[config.mk]
export PLATFORM = sky130hd
export DESIGN_NAME = icg_carrier_gen
export DESIGN_NICKNAME = d
export VERILOG_FILES = /design/src/rtl/icg_pkg.sv /design/src/rtl/icg_tick_gen.sv /design/src/rtl/icg_sync.sv /design/src/rtl/icg_carrier_gen.sv
export SDC_FILE = /design/constraint.sdc
export NUM_CORES = 1
export LEC_CHECK = 0
export ABC_CLOCK_PERIOD_IN_PS = 3220
export BUFFER_PORTS_ARGS = -buffer_cell sky130_fd_sc_hd__clkbuf_2
export CAP_MARGIN = 20
export CORE_MARGIN = 4
export CORE_UTILIZATION = 40
export DETAILED_ROUTE_END_ITERATION = 16
export PLACE_DENSITY = 0.7
export REMOVE_ABC_BUFFERS = 1
export SLEW_MARGIN = 5
export SYNTH_ARGS = -nofsm -noshare
export SYNTH_HDL_FRONTEND = slang
export SYNTH_HIERARCHICAL = 1
export SYNTH_SLANG_ARGS = --single-unit
[constraint.sdc]
create_clock -name sys_clk -period 3.22 [get_ports sys_clk]
set_input_delay 0.644 -clock sys_clk [delete_from_list [all_inputs] [get_ports sys_clk]]
set_output_delay 0.644 -clock sys_clk [all_outputs]
set_load 0.05 [all_outputs]
[src/rtl/icg_pkg.sv]
// Purpose: shared constants for the carrier generator
// Assumes: 32-bit apb, word-aligned registers
// Notes:   offsets and field positions are local choices
package icg_pkg;
    localparam logic [11:0] OFF_MODE   = 12'h000;
    localparam logic [11:0] OFF_LOW    = 12'h004;
    localparam logic [11:0] OFF_HIGH   = 12'h008;
    localparam logic [11:0] OFF_CTRL   = 12'h00c;
    localparam logic [11:0] OFF_STAT   = 12'h010;
    localparam int          MODE_RUN   = 0;
    localparam int          MODE_CKS   = 4;
    localparam int          CTRL_GATEB = 0;
    localparam int          CTRL_REN   = 1;
    localparam int          CTRL_GATEA = 2;
    localparam logic [7:0]  CMP_RESET  = 8'hff;
    localparam logic [7:0]  CNT_ZERO   = 8'h00;
    localparam logic [1:0]  HIGH_LATCH_CLKS = 2'h3;
    localparam logic [1:0]  XFER_DELAY = 2'h2;
    typedef enum logic [1:0] {XF_IDLE, XF_WAIT1, XF_WAIT2} icg_xfer_t;
endpackage

[src/rtl/icg_tick_gen.sv]
// Purpose: count-clock enable pulses from a prescaler
// Assumes: sel picks sys_clk divided by 2**sel
// Notes:   one-cycle tick; the timer logic stays on sys_clk
`timescale 1ns/100ps
module icg_tick_gen #(
    parameter int PRE_W = 8
) (
    // clock and reset
    input  wire logic       sys_clk,
    input  wire logic       rst_b,
    // select and tick
    input  wire logic [2:0] sel,
    output logic            tick
);
    logic [PRE_W-1:0] preQ;
    logic [PRE_W:0]   stepV;
    logic [PRE_W:0]   nowV;

    always_ff @(posedge sys_clk or negedge rst_b) begin
        if (!rst_b) begin
            preQ <= '0;
        end else begin
            preQ <= preQ + 1'b1;
        end
    end

    // tick when the low sel bits of the prescaler roll over
    assign stepV = ({1'b0, preQ} + 1'b1);
    assign nowV  = {1'b0, preQ};
    always_ff @(posedge sys_clk or negedge rst_b) begin
        if (!rst_b) begin
            tick <= 1'b0;
        end else begin
            tick <= (sel == 3'h0) ? 1'b1 : (stepV[sel] != nowV[sel]);
        end
    end
endmodule // icg_tick_gen

[src/rtl/icg_sync.sv]
// Purpose: two-flop level synchroniser with registered level output
// Assumes: input comes from another timer's clock domain
// Notes:   first flop feeds only the second
`timescale 1ns/100ps
module icg_sync (
    // clock and reset
    input  wire logic sys_clk,
    input  wire logic rst_b,
    // level in, synced level out
    input  wire logic asyncIn,
    output logic      syncOut
);
    logic metaQ;

    always_ff @(posedge sys_clk or negedge rst_b) begin
        if (!rst_b) begin
            metaQ   <= 1'b0;
            syncOut <= 1'b0;
        end else begin
            metaQ   <= asyncIn;
            syncOut <= metaQ;
        end
    end
endmodule // icg_sync

[src/rtl/icg_carrier_gen.sv]
// Purpose: carrier generator mode of an 8-bit timer with frame gating
// Assumes: apb slave, 100 MHz sys_clk, count clock is a prescaled tick
// Notes:   frame event arrives from a separate timer and is synchronised
`timescale 1ns/100ps
module icg_carrier_gen (
    // clock and reset
    input  wire logic        sys_clk,
    input  wire logic        rst_b,
    // apb slave
    input  wire logic        psel,
    input  wire logic        penable,
    input  wire logic        pwrite,
    input  wire logic [11:0] paddr,
    input  wire logic [31:0] pwdata,
    output logic      [31:0] prdata,
    output logic             pready,
    output logic             pslverr,
    // frame timer
    input  wire logic        frameMatchEvent,
    // outputs
    output logic             carrierOutPin,
    output logic             carrierMatchIrq
);
    logic       runQ;
    logic [2:0] clkSelQ;
    logic [7:0] lowCmpQ;
    logic [7:0] highCmpQ;
    logic [7:0] highLatchQ;
    logic       highPendQ;
    logic [1:0] highAgeQ;
    logic       gateBufQ;
    logic       gateActQ;
    logic       remoteEnQ;
    logic [7:0] cntQ;
    logic [8:0] phaseTicksQ;
    logic       useHighQ;
    logic       carrierQ;
    logic       firstTickQ;
    logic       frameSync;
    logic       frameSyncQ;
    logic       strobeQ;
    logic       tick;
    logic       wrEn;
    logic       rdEn;
    logic       match;
    logic       outStartQ;
    icg_pkg::icg_xfer_t xferQ;

    assign wrEn  = psel && penable && pwrite;
    assign rdEn  = psel && !penable && !pwrite;
    assign match = tick && runQ && !firstTickQ && (cntQ == (useHighQ ? highCmpQ : lowCmpQ));

    icg_tick_gen #(.PRE_W(8)) uTick (
        .sys_clk (sys_clk),
        .rst_b   (rst_b),
        .sel     (clkSelQ),
        .tick    (tick)
    );

    icg_sync uSync (
        .sys_clk (sys_clk),
        .rst_b   (rst_b),
        .asyncIn (frameMatchEvent),
        .syncOut (frameSync)
    );

    // apb: zero wait states, unmapped offsets read zero and flag an error
    always_ff @(posedge sys_clk or negedge rst_b) begin
        if (!rst_b) begin
            pready  <= 1'b0;
            pslverr <= 1'b0;
        end else begin
            pready  <= psel && !penable;
            pslverr <= psel && !penable && !(paddr == icg_pkg::OFF_MODE || paddr == icg_pkg::OFF_LOW ||
                       paddr == icg_pkg::OFF_HIGH || paddr == icg_pkg::OFF_CTRL || paddr == icg_pkg::OFF_STAT);
        end
    end

    always_ff @(posedge sys_clk or negedge rst_b) begin
        if (!rst_b) begin
            prdata <= 32'h0;
        end else if (rdEn) begin
            case (paddr)
                icg_pkg::OFF_MODE: prdata <= {24'h0, 1'b0, clkSelQ, 3'h0, runQ};
                icg_pkg::OFF_LOW:  prdata <= {24'h0, lowCmpQ};
                icg_pkg::OFF_HIGH: prdata <= {24'h0, highPendQ ? highLatchQ : highCmpQ};
                icg_pkg::OFF_CTRL: prdata <= {29'h0, gateActQ, remoteEnQ, gateBufQ};
                icg_pkg::OFF_STAT: prdata <= {15'h0, carrierQ, useHighQ, 7'h0, cntQ};
                default:           prdata <= 32'h0;
            endcase
        end else begin
            prdata <= 32'h0;
        end
    end

    // mode, low-width and control writes
    // writes land on the access edge, where pready is sampled high
    always_ff @(posedge sys_clk or negedge rst_b) begin
        if (!rst_b) begin
            runQ      <= 1'b0;
            clkSelQ   <= 3'h0;
            lowCmpQ   <= icg_pkg::CMP_RESET;
            gateBufQ  <= 1'b0;
            remoteEnQ <= 1'b0;
        end else if (wrEn && pready) begin
            case (paddr)
                icg_pkg::OFF_MODE: begin
                    runQ    <= pwdata[icg_pkg::MODE_RUN];
                    clkSelQ <= pwdata[icg_pkg::MODE_CKS +: 3];
                end
                icg_pkg::OFF_LOW:  lowCmpQ <= pwdata[7:0];
                icg_pkg::OFF_CTRL: begin
                    gateBufQ  <= pwdata[icg_pkg::CTRL_GATEB];
                    remoteEnQ <= pwdata[icg_pkg::CTRL_REN];
                end
                default: ;
            endcase
        end
    end

    // high-width value loaded at once when stopped, else latched and transferred at a high-phase match once three count clocks old
    // age stops at three so a long-pending value cannot wrap back to young
    always_ff @(posedge sys_clk or negedge rst_b) begin
        if (!rst_b) begin
            highCmpQ   <= icg_pkg::CMP_RESET;
            highLatchQ <= icg_pkg::CMP_RESET;
            highPendQ  <= 1'b0;
            highAgeQ   <= 2'h0;
        end else if (wrEn && pready && paddr == icg_pkg::OFF_HIGH) begin
            highLatchQ <= pwdata[7:0];
            highAgeQ   <= 2'h0;
            if (runQ) begin
                highPendQ <= 1'b1;
            end else begin
                highCmpQ  <= pwdata[7:0];
                highPendQ <= 1'b0;
            end
        end else if (highPendQ) begin
            if (match && useHighQ && highAgeQ == icg_pkg::HIGH_LATCH_CLKS) begin
                highCmpQ  <= highLatchQ;
                highPendQ <= 1'b0;
            end else if (tick && highAgeQ != icg_pkg::HIGH_LATCH_CLKS) begin
                highAgeQ <= highAgeQ + 2'h1;
            end
        end
    end

    // counter, compare select and carrier clock
    always_ff @(posedge sys_clk or negedge rst_b) begin
        if (!rst_b) begin
            cntQ       <= icg_pkg::CNT_ZERO;
            useHighQ   <= 1'b0;
            carrierQ   <= 1'b0;
            firstTickQ <= 1'b1;
        end else if (!runQ) begin
            cntQ       <= icg_pkg::CNT_ZERO;
            useHighQ   <= 1'b0;
            carrierQ   <= 1'b0;
            firstTickQ <= 1'b1;
        end else if (tick) begin
            firstTickQ <= 1'b0;
            if (match) begin
                cntQ     <= icg_pkg::CNT_ZERO;
                useHighQ <= !useHighQ;
                carrierQ <= !carrierQ;
            end else if (!firstTickQ) begin
                cntQ <= cntQ + 8'h01;
            end
        end
    end

    always_ff @(posedge sys_clk or negedge rst_b) begin
        if (!rst_b) begin
            carrierMatchIrq <= 1'b0;
        end else begin
            carrierMatchIrq <= match && runQ;
        end
    end

    // transfer strobe: rising edge of the synced frame event, on a count tick
    always_ff @(posedge sys_clk or negedge rst_b) begin
        if (!rst_b) begin
            frameSyncQ <= 1'b0;
            strobeQ    <= 1'b0;
        end else if (tick) begin
            frameSyncQ <= frameSync;
            strobeQ    <= frameSync && !frameSyncQ;
        end
    end

    always_ff @(posedge sys_clk or negedge rst_b) begin
        if (!rst_b) begin
            xferQ    <= icg_pkg::XF_IDLE;
            gateActQ <= 1'b0;
        end else if (tick) begin
            case (xferQ)
                icg_pkg::XF_IDLE:  xferQ <= strobeQ ? icg_pkg::XF_WAIT1 : icg_pkg::XF_IDLE;
                icg_pkg::XF_WAIT1: xferQ <= icg_pkg::XF_WAIT2;
                icg_pkg::XF_WAIT2: begin
                    gateActQ <= gateBufQ;
                    xferQ    <= icg_pkg::XF_IDLE;
                end
                default:           xferQ <= icg_pkg::XF_IDLE;
            endcase
        end
    end

    // output gating; gating off never cuts a high pulse short, clearing run does
    always_ff @(posedge sys_clk or negedge rst_b) begin
        if (!rst_b) begin
            outStartQ     <= 1'b0;
            carrierOutPin <= 1'b0;
        end else if (!runQ) begin
            outStartQ     <= 1'b0;
            carrierOutPin <= 1'b0;
        end else if (!gateActQ) begin
            outStartQ     <= 1'b0;
            carrierOutPin <= carrierOutPin && carrierQ;
        end else if (!remoteEnQ) begin
            carrierOutPin <= 1'b1;
        end else begin
            if (!carrierQ) begin
                outStartQ <= 1'b1;
            end
            carrierOutPin <= (outStartQ || !carrierQ) ? carrierQ : carrierOutPin;
        end
    end

    // per-phase tick count kept apart from cntQ, so the length check is not circular
    always_ff @(posedge sys_clk or negedge rst_b) begin
        if (!rst_b) begin
            phaseTicksQ <= 9'h000;
        end else if (!runQ) begin
            phaseTicksQ <= 9'h000;
        end else if (tick && !firstTickQ) begin
            phaseTicksQ <= match ? 9'h000 : phaseTicksQ + 9'h001;
        end
    end
endmodule // icg_carrier_gen

==> run_results.csv <==
group,metric,value,unit
run_status,outcome,"finished clean",
floorplanning,rows,36,
synth,yosys_warnings,6,
hold_path,hp-start,"uSync/metaQ",
grt,grt_pass1_wl,14.1,mm
floorplanning,fp.coreArea,9820,sq um
synth,synth_flop_cell,"dfrtp_1",
floorplanning,start_util,41.5,%
drt,wl,8.68,mm
clocking,htree_levels,3,
drt,vias,2849,
clocking,cts_sinks,75,
timing,min_period_over_period,80.3,%
synth,ys_seq_elements,75,
pwr,power_frac_comb,6.8,%
drt,first_pass_iters,4,
drt,post_drt_wl_per_cell,15.7,um
clocking,clock-root-buffer,"clkbuf_8",
hold_path,hold_depth,0,
critical_path,cp-start-kind,"flop",
timing,finalMaxSlewViolations,0,
floorplanning,io_pins,86,
drt,drc,0,
pwr,switching_share,24.9,%
layout,diodes,0,
timing,hold_violations,0,
timing,period_needed,2.59,ns
critical_path,r2r-start,"useHighQ",
pwr,p_int,0.00131,W
pwr,power_density,389,nW/um^2
drt,via_per_inst,5.14,
clocking,clock_path_buffers,2,
timing,setup-tns-final,0,ns
synth,yosysTopAreaCellShare,30.7,%
drt,detail-route-antenna-nets,0,
hold_path,min_to,"uSync/syncOut",
floorplanning,die_area,11900,sq um
grt,grt_usage,15.5,%
layout,n_fill_cell,942,
timing,tightestPinTransition,0.921,ns
pwr,seq_power_share,54.5,%
timing,fmax,387,MHz
layout,finalNonFillerCells,554,
clocking,cts.reportedPaths.clkPinSlew,0.08,ns
critical_path,critPathRequiredTime,3.49,ns
clocking,insertion_delay,0.35,ns
synth,syn-cell-area,4070,sq um
floorplanning,die_w,109,um
timing,rsz0062_at_grt,"no",
critical_path,reg2regPathDepth,6,
critical_path,worst_setup_path_end_kind,"flop",
synth,synth.area.top_cells,"dfrtp_1 31%, dfstp_2 16%, mux2i_1 9.6%",
synth,yosysTopAreaCell,"dfrtp_1",
layout,fin_nets,469,
timing,slew_headroom,38.6,%
critical_path,cp.arrival,2.86,ns
timing,setup_viol,0,
critical_path,r2r_setup_slack,0.63,ns
clocking,holdBufCountCts,0,
pwr,leakagePower,2.03,nW
pwr,p_sw,0.000436,W
synth,synth_common_cells,"50 x dfrtp_1, 40 x nand2_1, 39 x mux2i_1",
synth,synth_edf_count,0,
synth,ys_seq_area_share,46.9,%
clocking,cts_tree,"done",
floorplanning,fp.dieH,109,um
critical_path,cp_max_fo,12,
flow_run,cap_violations,0,
placed_design,gp_congestion,0.873,
pwr,pwr-share-clk,38.7,%
synth,post_synth.cell_area_avg,10.8,sq um
drt,dr.first_iter.drc_count,112,
clocking,postCtsSetupRepairBufs,0,
synth,async_flop_share,100,%
pwr,irDropWorstVdd,0.000147,V
critical_path,r2r-end,"highCmpQ[1]",
layout,area_growth_syn_to_layout,10.2,%
synth,synth.distinct_cells,56,
layout,layout-drive-gt1-share,28.3,%
clocking,cts_resized,0,
timing,skew,0.00901,ns
grt,grt-ovfl-total,0,
grt,grt_pass1_vias,2832,
hold_path,hp-class,"flop to flop",
synth,synth.most_common_cell,"dfrtp_1",
grt,grt_max_degree,76,
grt,antenna_found_initial,0,
synth,syn_inst,376,
clocking,numCtsBuffers,9,
placed_design,post-place-cells,538,
critical_path,path_class,"flop to flop",
placed_design,hpwl,6.20,mm
placed_design,port-buffer-count,39,
-- worst max-delay path, cell delays in order, from the launching register on --
cell and delay [ns]:
dfrtp_1 0.80, mux2i_4 0.39, xnor2_1 0.10, nor4b_2 0.31
nand3_2 0.36, nor2_2 0.20, mux2_1 0.35
-- layout by cell type, fill, tap and decap left out, types with 4 or more instances in the layout --
cell type,instances
dfrtp_1,50
nand2_1,40
mux2i_1,39
clkbuf_2,38
nor2_1,29
dfstp_2,25
conb_1,22
mux2_2,21
xnor2_1,15
clkbuf_8,12
nand3_1,11
a21oi_1,11
inv_1,10
nand3b_1,8
o21ai_0,8
a221oi_1,7
xor2_1,7
buf_4,6
nor3_1,4
and3_1,4
-- metal layers --
layer	up-vias	part of all wire (%)	global-route usage, %
met5	-	0	0
li1	1348	-	-
met3	14	5.2	3.32
met2	81	50	26.3
met1	1406	43	18.7
met4	0	1.9	7.30
-- area by class of cell --
cell class              count  area [sq um]  share of cell area (%)
repair buffers             44           235                    5.24
inverters                  10          37.5                   0.837
clock buffers              14           173                    3.85
multi-input cells         276          1960                    43.6
flip-flops and latches     75          1910                    42.5
well taps                 133           166                    3.71
clock inverters             2          10.0                   0.223
-- kinds of logic (layout without fill, tap and decap cells) --
| kind of cell | count (synthesis) | after routing | share of synthesized area [%] |
|---|---|---|---|
| AO/OA/AOI/OAI | 37 | 37 | 6.18 |
| XOR/XNOR | 22 | 22 | 4.73 |
| adder cells (fa/ha/maj) | 3 | 3 | 0.922 |
| buffers and inverters | 46 | 70 | 6.98 |
| flip-flops | 75 | 75 | 46.9 |
| multiplexers | 64 | 64 | 17.4 |
| other | 1 | 22 | 0.0921 |
| AND/OR/NAND/NOR | 128 | 128 | 16.8 |
-- metrics by stage --
step	setup WS [ns]	area, sq um	utilization [%]	power [W]	hold slack [ns]
floorplan	0.745	3900	-	0.00104	0.331
global placement	0.690	4300	43.8	0.00109	0.337
detailed placement	0.638	4300	43.8	0.00109	0.336
CTS	0.613	4490	45.7	0.00176	0.355
global route	0.414	4490	45.7	0.00181	0.370
finish	0.634	4490	45.7	0.00175	0.351
-- power groups by stage --
stage / combinational (W) / sequential (W) / clock [W]
3_3_place_gp: 0.000118 / 0.000969 / 0
5_1_grt: 0.000129 / 0.000952 / 0.000730
3_5_place_dp: 0.000120 / 0.000969 / 0
6_report: 0.000119 / 0.000952 / 0.000676
2_1_floorplan: 0.0000687 / 0.000973 / 0
4_1_cts: 0.000120 / 0.000952 / 0.000691
-- sequential cells by signal, indices dropped and copies added, names as in the netlist, 2 cells and up --
| name | count |
|---|---|
| highAgeQ | 2 |
| xferQ | 2 |
| uTick/preQ | 8 |
| prdata | 10 |
| highLatchQ | 8 |
| cntQ | 8 |
| lowCmpQ | 8 |
| highCmpQ | 8 |
| clkSelQ | 3 |
-- worst max path at each step --
stage / startpoint / endpoint / slack, ns / depth (start not counted)
6_report: useHighQ / highCmpQ[1] / 0.63 / 6
5_1_grt: useHighQ / highCmpQ[1] / 0.41 / 6
4_1_cts: useHighQ / highCmpQ[1] / 0.61 / 6
3_5_place_dp: useHighQ / highCmpQ[1] / 0.64 / 6
3_3_place_gp: useHighQ / highCmpQ[1] / 0.69 / 6
2_1_floorplan: paddr[7] / highCmpQ[1] / 0.75 / 6
Note: power is estimated with default switching activity, not from simulation.
